## config.mk

```make
export PLATFORM = sky130hd
export DESIGN_NAME = scan_test_regs
export DESIGN_NICKNAME = d
export VERILOG_FILES = /design/src/hdl/scan_pkg.sv /design/src/hdl/scan_tap_fsm.sv /design/src/hdl/scan_test_regs.sv
export SDC_FILE = /design/constraint.sdc
export NUM_CORES = 1
export LEC_CHECK = 0
export ABC_AREA = 1
export BUFFER_PORTS_ARGS = -buffer_cell sky130_fd_sc_hd__buf_4
export CAP_MARGIN = 20
export CORE_MARGIN = 8
export CORE_UTILIZATION = 35
export CTS_CLUSTER_DIAMETER = 120
export DETAILED_ROUTE_END_ITERATION = 8
export PLACE_DENSITY = 0.58
export SYNTH_ARGS = -nofsm -noshare
export SYNTH_HDL_FRONTEND = slang
export SYNTH_SLANG_ARGS = --single-unit
```

## constraint.sdc

```tcl
create_clock -name CLK_I -period 3.89 [get_ports CLK_I]
set_clock_uncertainty 0.2 [all_clocks]
set_input_delay 0.389 -clock CLK_I [delete_from_list [all_inputs] [get_ports CLK_I]]
set_output_delay 0.389 -clock CLK_I [all_outputs]
set_load 0.1 [all_outputs]
```

## src/hdl/scan_pkg.sv

```systemverilog
// Purpose: shared constants for the boundary-scan test register block
// Assumes: 3-bit instruction register, 32-bit identification word
// Notes:   identity fields are arbitrary neutral values
package scan_pkg;
    localparam int          IR_W          = 3;
    localparam logic [2:0]  INS_EXTEST    = 3'h0;
    localparam logic [2:0]  INS_HIGHZ     = 3'h2;
    localparam logic [2:0]  INS_CLAMP     = 3'h3;
    localparam logic [2:0]  INS_SAMPLE    = 3'h4;
    localparam logic [2:0]  INS_IDCODE    = 3'h6;
    localparam logic [2:0]  INS_BYPASS    = 3'h7;
    localparam logic [2:0]  IR_CAPTURE    = 3'h1;
    localparam int          ID_W          = 32;
    localparam int          ID_LSB_POS    = 0;
    localparam int          ID_MFR_LSB    = 1;
    localparam int          ID_MFR_W      = 11;
    localparam int          ID_PART_LSB   = 12;
    localparam int          ID_PART_W     = 16;
    localparam int          ID_VER_LSB    = 28;
    localparam int          ID_VER_W      = 4;
    // arbitrary identity values
    localparam logic [10:0] ID_MFR_DFLT   = 11'h5A5;
    localparam logic [15:0] ID_PART_DFLT  = 16'h1234;
    localparam logic [3:0]  ID_VER_DFLT   = 4'h2;
    localparam int          BSR_LEN_DFLT  = 16;
endpackage

```

## src/hdl/scan_tap_fsm.sv

```systemverilog
// Purpose: test access port state sequencer, steps on rising scan clock
// Assumes: mode select sampled on each rising edge
// Notes:   states follow the standard sixteen-state graph
`timescale 1ns/1ps
module scan_tap_fsm (
    input  wire logic       clk_i,
    input  wire logic       rst_n_i,
    input  wire logic       tms_i,
    output logic [3:0]      state_o
);
    typedef enum logic [3:0] {
        S_TLR = 4'h0, S_RTI = 4'h1, S_SDR = 4'h2, S_CDR = 4'h3,
        S_SHD = 4'h4, S_E1D = 4'h5, S_PDR = 4'h6, S_E2D = 4'h7,
        S_UDR = 4'h8, S_SIR = 4'h9, S_CIR = 4'hA, S_SHI = 4'hB,
        S_E1I = 4'hC, S_PIR = 4'hD, S_E2I = 4'hE, S_UIR = 4'hF
    } tap_state_t;
    tap_state_t st_q;
    tap_state_t st_d;
    always_comb begin
        case (st_q)
            S_TLR:   st_d = tms_i ? S_TLR : S_RTI;
            S_RTI:   st_d = tms_i ? S_SDR : S_RTI;
            S_SDR:   st_d = tms_i ? S_SIR : S_CDR;
            S_CDR:   st_d = tms_i ? S_E1D : S_SHD;
            S_SHD:   st_d = tms_i ? S_E1D : S_SHD;
            S_E1D:   st_d = tms_i ? S_UDR : S_PDR;
            S_PDR:   st_d = tms_i ? S_E2D : S_PDR;
            S_E2D:   st_d = tms_i ? S_UDR : S_SHD;
            S_UDR:   st_d = tms_i ? S_SDR : S_RTI;
            S_SIR:   st_d = tms_i ? S_TLR : S_CIR;
            S_CIR:   st_d = tms_i ? S_E1I : S_SHI;
            S_SHI:   st_d = tms_i ? S_E1I : S_SHI;
            S_E1I:   st_d = tms_i ? S_UIR : S_PIR;
            S_PIR:   st_d = tms_i ? S_E2I : S_PIR;
            S_E2I:   st_d = tms_i ? S_UIR : S_SHI;
            S_UIR:   st_d = tms_i ? S_SDR : S_RTI;
            default: st_d = S_TLR;
        endcase
    end
    always_ff @(posedge clk_i or negedge rst_n_i) begin
        if (!rst_n_i) begin
            st_q <= S_TLR;
        end else begin
            st_q <= st_d;
        end
    end
    assign state_o = st_q;
endmodule

```

## src/hdl/scan_test_regs.sv

```systemverilog
// Purpose: boundary-scan test data registers with instruction register
// Assumes: scan clock CLK_I is the test clock; inputs synchronous to it
// Notes:   falling-edge update latches are modelled as half-cycle-late
//          rising-edge updates to keep a single clock edge
//
// Operation
// - identification register: 32-bit shift stage plus 32-bit latched output
// - identification register selected by identification instruction or reset state
// - id word: 1, 11-bit maker code, 16-bit part, 4-bit version
// - one-bit bypass stage selected for bypass, clamp, high-impedance and the unassigned codes 1 and 5
// - boundary register: shift path plus latched output over all cells
// - 3-bit instruction register with the listed encodings
// - capture loads id word, pins or bypass zero into the selected stage, then shifted out during shift state
// - update state copies selected shift path into output latches
`timescale 1ns/1ps
module scan_test_regs #(
    parameter int          BSR_LEN  = scan_pkg::BSR_LEN_DFLT,
    parameter logic [10:0] MFR_CODE = scan_pkg::ID_MFR_DFLT,
    parameter logic [15:0] PART     = scan_pkg::ID_PART_DFLT,
    parameter logic [3:0]  VERSION  = scan_pkg::ID_VER_DFLT
) (
    input  wire logic               CLK_I,
    input  wire logic               RESET_N_I,
    input  wire logic               SCAN_MODE_SELECT_I,
    input  wire logic               SCAN_SERIAL_IN_I,
    input  wire logic [BSR_LEN-1:0] PIN_SAMPLE_I,
    output logic                    SCAN_SERIAL_OUT_O,
    output logic                    SCAN_SERIAL_OUT_EN_O,
    output logic [BSR_LEN-1:0]      BSR_LATCH_O,
    output logic [31:0]             ID_LATCH_O,
    output logic [2:0]              INSTR_O
);
    localparam logic [3:0] ST_TLR = 4'h0;
    localparam logic [3:0] ST_CDR = 4'h3;
    localparam logic [3:0] ST_SHD = 4'h4;
    localparam logic [3:0] ST_UDR = 4'h8;
    localparam logic [3:0] ST_CIR = 4'hA;
    localparam logic [3:0] ST_SHI = 4'hB;
    localparam logic [3:0] ST_UIR = 4'hF;

    localparam logic [31:0] ID_WORD = {VERSION, PART, MFR_CODE, 1'b1};

    logic                sync1_q;
    logic                sync2_q;
    logic [3:0]          tap_st;
    logic [3:0]          tap_prev_q;
    logic [2:0]          ir_sh_q, ir_sh_d;
    logic [2:0]          ir_q, ir_d;
    logic                byp_q, byp_d;
    logic [31:0]         id_sh_q, id_sh_d;
    logic [31:0]         id_lat_q, id_lat_d;
    logic [BSR_LEN-1:0]  bsr_sh_q, bsr_sh_d;
    logic [BSR_LEN-1:0]  bsr_lat_q, bsr_lat_d;
    logic                tdo_d, tdo_en_d;

    // release reset through two stages so removal is clean
    always_ff @(posedge CLK_I or negedge RESET_N_I) begin
        if (!RESET_N_I) begin
            sync1_q <= 1'b0;
            sync2_q <= 1'b0;
        end else begin
            sync1_q <= 1'b1;
            sync2_q <= sync1_q;
        end
    end

    scan_tap_fsm u_tap (
        .clk_i   (CLK_I),
        .rst_n_i (sync2_q),
        .tms_i   (SCAN_MODE_SELECT_I),
        .state_o (tap_st)
    );

    function automatic logic sel_id(input logic [3:0] st, input logic [2:0] ir);
        sel_id = (st == ST_TLR) || (ir == scan_pkg::INS_IDCODE);
    endfunction

    function automatic logic sel_bsr(input logic [2:0] ir);
        sel_bsr = (ir == scan_pkg::INS_EXTEST) || (ir == scan_pkg::INS_SAMPLE);
    endfunction

    always_comb begin
        ir_sh_d   = ir_sh_q;
        ir_d      = ir_q;
        byp_d     = byp_q;
        id_sh_d   = id_sh_q;
        id_lat_d  = id_lat_q;
        bsr_sh_d  = bsr_sh_q;
        bsr_lat_d = bsr_lat_q;
        tdo_d     = 1'b0;
        tdo_en_d  = 1'b0;
        if (tap_st == ST_TLR) begin
            ir_d = scan_pkg::INS_IDCODE;
        end
        if (tap_st == ST_CIR) begin
            ir_sh_d = scan_pkg::IR_CAPTURE;
        end else if (tap_st == ST_SHI) begin
            ir_sh_d = {SCAN_SERIAL_IN_I, ir_sh_q[2:1]};
        end
        // update state entered last edge: act like the falling edge inside it
        if (tap_st == ST_UIR && tap_prev_q != ST_UIR) begin
            ir_d = ir_sh_q;
        end
        if (tap_st == ST_CDR) begin
            if (sel_id(tap_st, ir_q)) begin
                id_sh_d = ID_WORD;
            end else if (sel_bsr(ir_q)) begin
                bsr_sh_d = PIN_SAMPLE_I;
            end else begin
                byp_d = 1'b0;
            end
        end else if (tap_st == ST_SHD) begin
            if (sel_id(tap_st, ir_q)) begin
                id_sh_d = {SCAN_SERIAL_IN_I, id_sh_q[31:1]};
            end else if (sel_bsr(ir_q)) begin
                bsr_sh_d = {SCAN_SERIAL_IN_I, bsr_sh_q[BSR_LEN-1:1]};
            end else begin
                byp_d = SCAN_SERIAL_IN_I;
            end
        end
        if (tap_st == ST_UDR && tap_prev_q != ST_UDR) begin
            if (sel_id(tap_st, ir_q)) begin
                id_lat_d = id_sh_q;
            end else if (sel_bsr(ir_q)) begin
                bsr_lat_d = bsr_sh_q;
            end
        end
        // serial out changes after the rising edge; driven only while shifting
        // the stage being shifted out is the one before this edge's shift
        if (tap_st == ST_SHI) begin
            tdo_d    = ir_sh_q[0];
            tdo_en_d = 1'b1;
        end else if (tap_st == ST_SHD) begin
            tdo_en_d = 1'b1;
            if (sel_id(tap_st, ir_q)) begin
                tdo_d = id_sh_q[0];
            end else if (sel_bsr(ir_q)) begin
                tdo_d = bsr_sh_q[0];
            end else begin
                tdo_d = byp_q;
            end
        end
    end

    always_ff @(posedge CLK_I or negedge sync2_q) begin
        if (!sync2_q) begin
            tap_prev_q        <= ST_TLR;
            ir_sh_q           <= 3'h0;
            ir_q              <= scan_pkg::INS_IDCODE;
            byp_q             <= 1'b0;
            id_sh_q           <= 32'h0000_0000;
            id_lat_q          <= 32'h0000_0000;
            bsr_sh_q          <= '0;
            bsr_lat_q         <= '0;
            SCAN_SERIAL_OUT_O    <= 1'b0;
            SCAN_SERIAL_OUT_EN_O <= 1'b0;
        end else begin
            tap_prev_q        <= tap_st;
            ir_sh_q           <= ir_sh_d;
            ir_q              <= ir_d;
            byp_q             <= byp_d;
            id_sh_q           <= id_sh_d;
            id_lat_q          <= id_lat_d;
            bsr_sh_q          <= bsr_sh_d;
            bsr_lat_q         <= bsr_lat_d;
            SCAN_SERIAL_OUT_O    <= tdo_d;
            SCAN_SERIAL_OUT_EN_O <= tdo_en_d;
        end
    end

    assign BSR_LATCH_O = bsr_lat_q;
    assign ID_LATCH_O  = id_lat_q;
    assign INSTR_O     = ir_q;
endmodule
```

* Yosys cells after proc, flatten, opt, wreduce, memory -nomap -nowiden *
Cells that the tools add are included.

operators by class
  muxes and demuxes = 39
  bitwise logic cells = 2
  equal/unequal tests = 19
  reduce and logical (&&, ||, !) cells = 17

operators with widths
  cell                  count
  $mux W32              4
  $mux W16              6
  $pmux W4 S12          1
  $eq A4 B4 Y1 const B  8
  $mux W3               6
  $eq A4 B3 Y1 const B  4
  $mux W4               4
  $mux W1               15
  $reduce_and A3 Y1     3
  $eq A4 B2 Y1 const B  2
  $ne A4 B4 Y1 const B  2
  $eq A3 B3 Y1 const B  2
  $mux W2               3
  $reduce_bool A2 Y1    3
  $eq A4 B1 Y1 const B  1
  $logic_not A4 Y1      1
  $reduce_and A2 Y1     2
  $reduce_or A2 Y1      2
  $logic_not A3 Y1      1
  $reduce_or A3 Y1      1
  $logic_and A1 B1 Y1   2
  $logic_or A1 B1 Y1    2
  $not A1 Y1            2

word-level totals
  input port bits = 20
  output and inout port bits = 53
  flip-flop bits (word level) = 115
  logic and storage cells = 90

* Logic depth before layout (Yosys ltp) *
Gate-level depths: netlist of run 1.

  depth after elaboration = 6
  gate-level depth with buffers = 9
  gate-level depth less buffers = 8

* Cells and area by module *
A second synthesis of run 1 with hierarchy kept.

unflattened totals
  cell total of the unflattened synthesis = 603
  area total of the unflattened synthesis = 5051.1 um^2

modules (own cells, without submodules)
  module          area an instance (um^2)  sequential area each (um^2)  cells each  times used
  scan_test_regs  4715.8                   2780.2                       548         1
  scan_tap_fsm    335.3                    100.1                        55          1

* Worst setup path before layout of run 1 *
No wires, ideal clock.

  path kind = reg-to-reg
  start = register ir_q[0], in the netlist INSTR_O[0]
  end = register bsr_lat_q[10], in the netlist BSR_LATCH_O[10]
  path buffers = 1
  setup time = 0.122 ns
  cell stages (with the launch flop) = 9
  arrival = 1.793 ns
  data required time = 3.568 ns
  path slack = 1.775 ns
  clock period less this slack = 2.115 ns
  cells stage by stage = dfrtp_1 inv_1 nand3_1 nand2_4 nor2_4 nand2_2 buf_2 nand2_1 nand2_1

on the way
  longest elaborated chain between the ends = 4
  elaborated cells between the ends (all ways) = 7
  classes of those cells = eq/ne: 2; bitwise: 1; reduce/logical: 4

ends and longest elaborated chain
  item                             RTL line               source
  from (decl)                      scan_test_regs.sv:48   logic [2:0] ir_q, ir_d;
  from (signal assigned)           scan_test_regs.sv:149  ir_q <= scan_pkg::INS_IDCODE;
  from (signal assigned)           scan_test_regs.sv:160  ir_q <= ir_d;
  $eq A3 B3 Y1                     scan_test_regs.sv:75   sel_id = (st == ST_TLR) || (ir == scan_pkg::INS_IDCODE);
  $logic_or A1 B1 Y1               scan_test_regs.sv:75
  $not A1 Y1 (no line)             n/a
  $reduce_and A3 Y1 (no line) (*)  n/a
  to (signal assigned)             scan_test_regs.sv:165  bsr_lat_q <= bsr_lat_d;
  to (decl)                        scan_test_regs.sv:53   logic [BSR_LEN-1:0] bsr_lat_q, bsr_lat_d;

Mark *: on every way between the ends. The rest lies on a longest branch, timed or not.
A chain may end at the register's enable or synchronous reset.

* Final worst setup path of run 1 *
  start = register u_tap.st_q[1], in the netlist u_tap.state_o[1]
  end = register id_sh_q[4]

on the way
  longest elaborated chain between the ends = 3
  elaborated cells between the ends (all ways) = 7
  classes of those cells = eq/ne: 2; mux: 1; reduce/logical: 4

ends and longest elaborated chain
  item                                                                       RTL line               source
  from (decl)                                                                scan_tap_fsm.sv:17     tap_state_t st_q;
  from (signal assigned)                                                     scan_tap_fsm.sv:44     st_q <= st_d;
  $eq A4 B2 Y1, or another cell as far along                                 scan_test_regs.sv:104  if (tap_st == ST_CDR) begin
  $reduce_bool A2 Y1 (no line) / $logic_or A1 B1 Y1 (equally long branches)  n/a
  $reduce_and A2 Y1 (no line)                                                n/a
  to (signal assigned)                                                       scan_test_regs.sv:162  id_sh_q <= id_sh_d;
  to (decl)                                                                  scan_test_regs.sv:50   logic [31:0] id_sh_q, id_sh_d;

Several ways; a longest one is shown, not always the timed one.

==> impl_results.md, run 1 <==
- Status: finished, final reports clean
- Clock Path Buffers: 2
- Reg area: 2880 um2
- Crit Path Max Fanout: 37
- First-pass DRT Iterations: 5
- Most frequent cells in the layout: nand2_1 (209), dfrtp_1 (112), buf_4 (74)
- Final instance area: 6170 um2
- GR Overflow Total: 0
- Setup Crit Path Kind: flop to flop
- RSZ-0062 raised after global routing: false
- Starting Density: 35.9%
- Synthesis-stage register bit count: 115
- Tmin final: 2.70 ns
- Top Layer Used: met4
- Antenna fix cells: 0
- Internal power: 3.07 mW
- Area Growth Syn to Fin: 23.3%
- Final hold viol count: 0
- Net Sw Power: 2.93 mW
- Synth area leaders: dfrtp_1 (56%), nand2_1 (16%), nand3_1 (5.4%), o21ai_1 (2.8%), o21ai_2 (2.4%)
- Ys flop type: dfrtp_1
- CP delay by family, top: simple AND/OR/NAND/NOR gates
- Clk slew on worst S/H paths: 0.05 ns
- I/O pin count: 73
- Cell taking the most area after synthesis: dfrtp_1
- Share of the synthesized area in the top cell type: 56.5%
- First-pass GRT wire length: 20700 um
- Max-slew violations: 0
- Critical Path Max Stage Delay: 0.49 ns
- Multi-input logic area: 1800 um2
- Die Wd: 136 um
- Area after DPL: 5630 um2
- Via density: 4.82
- DR vias: 4019
- Register area share after synthesis: 57.5%
- Max Cap Viol: 0
- Tightest Pin Transition: 0.928 ns
- Share of cells above drive strength 1: 21.4%
- CP startpoint kind: flop
- Part of the power in registers: 31.5%
- Setup slack, reg-to-reg: 1.19 ns
- Switch share: 48.9%
- Initial DRC Count: 337
- Hold Path Class: input pin to flop
- Worst-skew pair later-pin latency: 0.42 ns
- Post-route setup TNS: 0 ns
- CP max stage cell: nand2_2
- WHS: 0.0373 ns
- Post-synth EDFFs: 0
- VDD IR-drop max: 0.000322 V
- Slew HR: 37.8%
- Post-Route WL: 12100 um
- Cells after synthesis: 575
- Fill count: 1357
- Clock sink count: 115
- Commonest non-fill, non-tap cell in the layout: nand2_1
- Mapped Area: 5010 um2
- CTS tree: done
- GPL Wtd Cong: 0.918
- M1 WL: 5570 um
- Tcrit/Tclk final: 69.4%
- Combinational power share: 45.1%
- WL met3: 826 um
- CP arrival: 2.78 ns
- CTS buffer count: 17
- Synthesized net count: 595
- Final nets: 660
- Leakage Power: 3.16 nW
- Clock Tree Root: clkbuf_16
- PwrDens: 971 nW/um2
- Final setup vio count: 0
- Worst EP required: 3.97 ns
- Vias in the first global route: 4178
- DP Wirelength: 7900 um
- Syn_area_per_cell: 8.71 um2
- Routed wire length per instance: 14.5 um
- Die height: 136 um
- I/O Buffers: 72
- Ys async rst share: 100%
- Clk pwr share: 23.3%
- FMAX: 370 MHz
- Post-CTS sizing: 0
- FP Rows: 43
- Cell breakdown of the critical path: nand2_1 -> inv_2 -> nand2_4 -> nand2_2 -> nand2_4 -> inv_2 -> o21ai_0
- GRT Total Usage: 14.2%
- ANT nets after route: 0
- Largest net degree at the start of global routing: 59
- DRC viols: 0
- Initial antenna violation count: 0
- H-tree depth: 4
- Met2 routed WL: 5440 um
- YS warnings: 0
- Die Area: 18400 um2
- CP Capture Type: flop
- Bufs and invs on worst path: 2
- Synth cell types: 27
- Core area: 13900 um2
## worst min-delay path, cell delays in order
cell     delay [ns]
buf_4          0.12
a21oi_1        0.07
nand2_1        0.05
## what timing repair did
action / 4_1_cts / 5_1_grt
hold endpoints to repair: 2 / 0
setup buffers: 0 / 0
hold buffers: 1 / 0
## kinds of logic (layout without fill, tap and decap cells)
| family | Yosys count | after routing | synth area share, % |
|---|---|---|---|
| simple gates | 329 | 329 | 28.4 |
| flops | 115 | 115 | 57.5 |
| buf+inv | 67 | 145 | 6.47 |
| compound gates | 63 | 63 | 7.55 |
| other cells | 1 | 1 | 0.0749 |
## state kept, by name, summed over array words and instances, names as in the netlist
signal / count
ir_sh_q: 3
bsr_sh_q: 16
INSTR_O: 3
ID_LATCH_O: 32
u_tap.state_o: 4
BSR_LATCH_O: 16
SCAN_SERIAL_OUT_EN_O: 1
byp_q: 1
tap_prev_q: 4
sync1_q: 1
id_sh_q: 32
sync2_q: 1
SCAN_SERIAL_OUT_O: 1
## synthesized netlist by cell type (4+ instances only)
| cell | count |
|---|---|
| buf_6 | 5 |
| nand3_1 | 54 |
| buf_2 | 19 |
| o21ai_2 | 14 |
| a21oi_1 | 4 |
| nand2_2 | 5 |
| o21ai_1 | 28 |
| o21ai_0 | 12 |
| inv_2 | 6 |
| nand2_1 | 209 |
| nor2_1 | 30 |
| nand4_1 | 19 |
| inv_1 | 31 |
| dfrtp_1 | 113 |
## power by group through the flow
stage               sequential (mW)  clock (mW)  combinational, mW
global placement               1.89           0               2.70
CTS                            1.89        1.43               2.74
finish                         1.89        1.40               2.71
global route                   1.95        1.49               2.91
floorplan                      3.16           0              0.930
detailed placement             1.91           0               2.72
## area by class of cell
cell class	instances	area share, %
Timing Repair Buffer	76	9.48
Tap cell	180	3.65
Sequential cell	115	46.7
Clock buffer	27	8.31
Multi-Input combinational cell	393	29.2
Clock inverter	5	0.405
Inverter	37	2.25
## worst paths after layout
| path | startpoint | end | cells after the start |
|---|---|---|---|
| worst min-delay path | SCAN_MODE_SELECT_I | u_tap.state_o[3] | 3 |
| worst min register to register | sync1_q | sync2_q | 0 |
| worst max-delay path | u_tap.state_o[1] | id_sh_q[4] | 7 |
| max in group asynchronous | sync2_q | INSTR_O[1] | 1 |
| worst max register to register | u_tap.state_o[1] | id_sh_q[4] | 7 |
| min in group asynchronous | RESET_N_I | sync2_q | 2 |
## metrics by stage
stage,std cells,setup WS [ns],utilization [%],power (mW)
global route,833,0.867,44.3,6.34
detailed placement,800,1.17,40.4,4.63
CTS,833,1.17,44.3,6.06
global placement,800,1.20,40.4,4.59
finish,833,1.19,44.3,6.00
floorplan,575,0.253,-,4.09
## metal layers
metal / track usage, % / up-vias
li1: - / 1980
met3: 5.08 / 21
met2: 21.6 / 120
met5: 0 / -
met1: 17.7 / 1898
met4: 6.79 / 0
No activity file was read; power rests on OpenSTA's default activity.
==> run 2, diff against run 1 <==
- PLACE_DENSITY: 0.58 -> 0.56
- clock period: 3.89 -> 2.61 ns (I/O delays scaled with it)
==> run 2 against run 1 <==
  * Critical path depth rose by 1
  * Sequential power rose by 49%
  * Design area rose by 5.0%
  * Largest cell class unchanged
  * Clock power rose by 68%
  * Setup slack got worse by 0.69 ns
  * Sequential share of layout area fell by 2.2 points
  * Routed wire length rose by 3.6%
  * Combinational power rose by 52%
  * Highest routed layer unchanged
  * Sequential cell count did not move
  * Die area did not move
  * Maximum frequency rose by 28%
==> impl_results.md, run 2 (same netlist as run 1, synthesis figures left out) <==
- Die Area: 18400 um2 (unchanged)
- Fill count: 1340 (-1.3%)
- Tmin final: 2.11 ns (-0.593 ns)
- Setup Crit Path Kind: flop to flop
- First-pass DRT Iterations: 5 (unchanged)
- GRT Total Usage: 14.7% (+0.42 points)
- Initial antenna violation count: 0 (unchanged)
- DRC viols: 0 (unchanged)
- Final setup vio count: 0 (unchanged)
- Setup Buffers After CTS: 0 (unchanged)
- CTS tree: done
- PwrDens: 1430 nW/um2 (+47%)
- Max Cap Viol: 0 (unchanged)
- Most frequent cells in the layout: nand2_1 (209), dfrtp_1 (112), buf_4 (81)
- Final hold viol count: 0 (unchanged)
- Post-route setup TNS: 0 ns (unchanged)
- Post-Route WL: 12500 um (+3.6%)
- Commonest non-fill, non-tap cell in the layout: nand2_1
- Part of the power in registers: 30.3% (-1.2 points)
- DP Wirelength: 8470 um (+7.2%)
- CP Capture Type: flop
- Worst r2r src: u_tap.state_o[1]
- Leakage Power: 3.29 nW (+4.2%)
- CP max stage cell: dfrtp_1
- Antenna fix cells: 0 (unchanged)
- Die height: 136 um (unchanged)
- Dpl ws: 0.506 ns (-0.667 ns)
- Post-CTS sizing: 0 (unchanged)
- DR vias: 4104 (+2.1%)
- Final nets: 686 (+3.9%)
- Crit path top cell by count: nand2_1
- Die Wd: 136 um (unchanged)
- CTS buffer count: 17 (unchanged)
- Combinational power share: 44.3% (-0.8 points)
- Crit Path Max Fanout: 20 (-46%)
- Via density: 4.78 (-0.86%)
- I/O Buffers: 72 (unchanged)
- Clk slew on worst S/H paths: 0.05 ns (about the same)
- Tightest Pin Transition: 0.521 ns (-0.407 ns)
- Largest net degree at the start of global routing: 68 (+15%)
- Worst setup path end: bsr_sh_q[3]
- Max-slew violations: 0 (unchanged)
- Initial DRC Count: 215 (-36%)
- Reg2reg end: bsr_sh_q[3]
- VDD IR-drop max: 0.000511 V (+59%)
- Switch share: 47.6% (-1.3 points)
- Worst EP required: 2.72 ns (-1.25 ns)
- Clk pwr share: 25.4% (+2.1 points)
- Tcrit/Tclk final: 80.8% (+11 points)
- I/O pin count: 73 (unchanged)
- First-pass GRT wire length: 21300 um (+2.5%)
- Share of cells above drive strength 1: 22.0% (+0.54 points)
- Worst-skew pair later-pin latency: 0.41 ns (about the same)
- H-tree depth: 4 (unchanged)
- Clock Path Buffers: 2 (unchanged)
- CP startpoint kind: flop
- Internal power: 4.86 mW (+59%)
- R2R depth: 8 (+1)
- Slew HR: 65.2% (+27 points)
- Bufs and invs on worst path: 2 (unchanged)
- Setup slack, reg-to-reg: 0.50 ns (-0.69 ns)
- Area Growth Syn to Fin: 29.5%
- Status: finished, final reports clean
- FMAX: 474 MHz (+28%)
- Clock sink count: 115 (unchanged)
- CP Launch Point: u_tap.state_o[1]
- Clock Tree Root: clkbuf_16
- RSZ-0062 raised after global routing: false
- FP Rows: 43 (unchanged)
- GR Overflow Total: 0 (unchanged)
- GPL Wtd Cong: 0.771 (-16%)
- Starting Density: 35.9% (unchanged)
- CP delay by family, top: simple AND/OR/NAND/NOR gates
- Cell breakdown of the critical path: nand2_1 -> inv_2 -> nand2_4 -> nand2_2 -> buf_4 -> nand2_2 -> nand2_1 -> nand2_1
- ANT nets after route: 0 (unchanged)
- Crit path depth: 8 (+1)
- Hold Path Class: flop to async pin
- Vias in the first global route: 4213 (+0.84%)
- Net Sw Power: 4.42 mW (+51%)
- Critical Path Max Stage Delay: 0.46 ns (-0.03 ns)
- CP arrival: 2.21 ns (-0.57 ns)
- Post-route setup slack: 0.502 ns (-0.687 ns)
- Core area: 13900 um2 (unchanged)
- Routed wire length per instance: 14.6 um (+0.57%)
run 2: routing by layer:
layer,wire [um],global-route usage [%]
met1,5670,18.6
met2,5880,22.3
met3,754,4.49
met4,219,7.09
met5,0,0
run 2: power by group through the flow:
stage | logic [mW] | clock network [mW] | registers (mW)
detailed placement | 4.12 | 0 | 2.84
global placement | 4.11 | 0 | 2.83
CTS | 4.16 | 2.41 | 2.82
finish | 4.11 | 2.35 | 2.82
global route | 4.40 | 2.49 | 2.90
floorplan | 1.39 | 0 | 4.71
run 2: final cells by class:
type | instances | area [um2] | share of cell area, %
Sequential cell | 115 | 2880 | 44.5
Multi-Input combinational cell | 393 | 1800 | 27.8
Timing Repair Buffer | 102 | 828 | 12.8
Clock buffer | 22 | 474 | 7.32
Tap cell | 180 | 225 | 3.47
Inverter | 37 | 139 | 2.14
Clock inverter | 9 | 129 | 1.99
run 2: per-stage QoR:
| stage | area, um2 | std cells | util [%] | hold slack [ns] | total power, mW |
|---|---|---|---|---|---|
| after floorplan | 5010 | 575 | - | -0.235 | 6.09 |
| after global placement | 5680 | 807 | 40.8 | -0.157 | 6.94 |
| after detailed placement | 5680 | 807 | 40.8 | -0.155 | 6.96 |
| after CTS | 6480 | 858 | 46.5 | 0.0652 | 9.38 |
| after global routing | 6480 | 858 | 46.5 | 0.0810 | 9.79 |
| final | 6480 | 858 | 46.5 | 0.0422 | 9.28 |
run 2: how the worst min path moves through the flow:
| stage | from | endpoint | slack, ns |
|---|---|---|---|
| 6_report | sync2_q | BSR_LATCH_O[1] | 0.04 |
| 3_5_place_dp | RESET_N_I | sync1_q | -0.15 |
| 5_1_grt | sync2_q | BSR_LATCH_O[1] | 0.08 |
| 3_3_place_gp | RESET_N_I | sync1_q | -0.16 |
| 4_1_cts | sync2_q | BSR_LATCH_O[1] | 0.07 |
| 2_1_floorplan | RESET_N_I | sync1_q | -0.23 |
run 2: repair_timing:
item,CTS,global route
hold buffers,20,0
endpoints found under the hold margin,23,0
endpoints found under the setup margin,0,0
==> run 3, diff against run 2 <==
- PLACE_DENSITY: 0.56 -> 0.58
- clock period: 2.61 -> 1.75 ns (I/O delays scaled with it)
==> run 3 against run 2 <==
  * Design area increased by 4.1%
  * Routed wire length increased by 0.90%
  * Cell count increased by 2.0%
  * Setup slack got worse by 0.47 ns
  * Combinational power increased by 59%
  * Global-route usage decreased by 0.23 points
  * Non-clock buffer count increased by 18
  * Register-to-register slack got worse by 0.44 ns
  * Via count increased by 3.3%
  * Sequential share of layout area decreased by 1.6 points
  * Largest cell class unchanged
  * Highest routed layer unchanged
==> impl_results.md, run 3 (same netlist as run 1, synthesis figures left out) <==
- Status: finished, final reports clean
- FMAX: 581 MHz
- Area after DPL: 5900 um2 (+3.9%)
- I/O pin count: 73 (unchanged)
- Final setup vio count: 0 (unchanged)
- DR vias: 4239 (+3.3%)
- Cell breakdown of the critical path: buf_4
- GRT Total Usage: 14.4% (-0.23 points)
- Final instance area: 6750 um2 (+4.1%)
- Setup slack, reg-to-reg: 0.06 ns (-0.44 ns)
- R2R depth: 7 (-1)
- Crit path depth: 1 (-7)
- CP Capture Type: output port
- Clk pwr share: 23.1% (-2.3 points)
- CP arrival: 1.35 ns (-0.86 ns)
- Share of cells above drive strength 1: 24.6% (+2.6 points)
- Clk slew on worst S/H paths: 0.05 ns (about the same)
- Post-route setup TNS: 0 ns (unchanged)
- Placed cell count: 822 (+1.9%)
- GPL Wtd Cong: 0.803 (+4.1%)
- Worst-skew pair later-pin latency: 0.41 ns (about the same)
- Die height: 136 um (unchanged)
- PwrDens: 2070 nW/um2 (+44%)
- Leakage Power: 3.45 nW (+4.9%)
- Worst r2r src: u_tap.state_o[3]
- Hold Path Class: flop to async pin
- Final nets: 704 (+2.6%)
- Max Cap Viol: 0 (unchanged)
- Clock Path Buffers: 2 (unchanged)
- CTS tree: done
- CTS buffer count: 17 (unchanged)
- ANT nets after route: 0 (unchanged)
- Final hold viol count: 0 (unchanged)
- FP Rows: 43 (unchanged)
- Die Wd: 136 um (unchanged)
- Largest net degree at the start of global routing: 62 (-8.8%)
- Starting Density: 35.9% (unchanged)
- Via density: 4.84 (+1.3%)
- H-tree depth: 4 (unchanged)
- I/O Buffers: 72 (unchanged)
- VDD IR-drop max: 0.000773 V (+51%)
- Setup Crit Path Kind: flop to output port
- Core area: 13900 um2 (unchanged)
- Combinational power share: 46.9% (+2.6 points)
- Vias in the first global route: 4287 (+1.8%)
- Switch share: 47.5% (-0.15 points)
- Post-Layout Cell Count: 875 (+2.0%)
- Crit Path Max Fanout: 4 (-80%)
- First-pass DRT Iterations: 5 (unchanged)
- DRC viols: 0 (unchanged)
- RSZ-0062 raised after global routing: true
- WHS: 0.133 ns (+0.0907 ns)
- Clock Tree Root: clkbuf_16
- Commonest non-fill, non-tap cell in the layout: nand2_1
- First-pass GRT wire length: 21300 um (unchanged)
- Area Growth Syn to Fin: 34.8%
- Bufs and invs on worst path: 1 (-1)
- Part of the power in registers: 30.0% (-0.3 points)
- CP max stage cell: dfstp_4
- CP Launch Point: INSTR_O[1]
- CP delay by family, top: flip-flops
- Routed wire length per instance: 14.4 um (-1.1%)
- Tmin final: 1.72 ns
- Initial DRC Count: 286 (+33%)
- Tcrit/Tclk final: 98.4%
- Worst EP required: 1.37 ns (-1.35 ns)
- Initial antenna violation count: 0 (unchanged)
- GR Overflow Total: 0 (unchanged)
- Die Area: 18400 um2 (unchanged)
- Post-Route WL: 12600 um (+0.90%)
- Max-slew violations: 0 (unchanged)
- Net Sw Power: 6.62 mW (+50%)
- Clock sink count: 115 (unchanged)
- Critical Path Max Stage Delay: 0.64 ns (+0.18 ns)
- Antenna fix cells: 0 (unchanged)
- Most frequent cells in the layout: nand2_1 (208), dfrtp_1 (108), buf_4 (89)
- CP startpoint kind: flop
- Internal power: 7.33 mW (+51%)
- DP Wirelength: 8560 um (+1.0%)
run 3: cell count changes in the layout (fill, tap and decap cells not counted), sizes merged:
cell | previous run | this run
buf | 82 | 99
clkbuf | 22 | 26
bufinv | 3 | 1
clkinvlp | 2 | 0
run 3: repair_timing:
item,in CTS,in global routing
setup endpoints to repair,18,91
resized for setup,3,10
hold buffers,20,0
gates cloned,0,1
pin swaps,0,2
buffers inserted,0,2
hold endpoints to repair,24,0
run 3: power groups by stage:
stage | clock network, mW | logic (mW) | registers [mW]
finish | 3.22 | 6.54 | 4.19
floorplan | 0 | 2.11 | 7.03
global route | 3.41 | 7.00 | 4.32
CTS | 3.28 | 6.49 | 4.19
global placement | 0 | 6.39 | 4.20
detailed placement | 0 | 6.43 | 4.22
run 3: area by class of cell:
| class | count | area, um2 |
|---|---|---|
| clock buffer | 25 | 505 |
| clock inverter | 5 | 50.0 |
| fill | 1345 | 7180 |
| inverter | 37 | 141 |
| multi-input combinational | 393 | 1850 |
| sequential | 115 | 2900 |
| tap | 180 | 225 |
| timing repair buffer | 120 | 1080 |
run 3: worst paths after layout:
path / end
min in group CLK_I: sync2_q
hold / removal: u_tap.state_o[3]
setup reg to reg: ID_LATCH_O[21]
hold reg to reg: u_tap.state_o[3]
max in group asynchronous: sync2_q
setup / recovery: INSTR_O[1]
run 3: through the flow:
stage	utilization [%]	setup slack [ns]	power [mW]
CTS	47.9	0.00811	14.0
floorplan	-	-0.0951	9.13
finish	48.5	0.0280	13.9
global route	48.5	-0.0296	14.7
detailed placement	42.4	-0.0126	10.7
global placement	42.4	0.0304	10.6
run 3: per-layer routing:
| layer | vias to the layer above | track usage (%) | wire length, um |
|---|---|---|---|
| met1 | 2036 | 18.8 | 5700 |
| li1 | 2078 | - | - |
| met4 | 0 | 6.05 | 229 |
| met5 | - | 0 | 0 |
| met2 | 108 | 22.1 | 6010 |
| met3 | 17 | 3.86 | 688 |
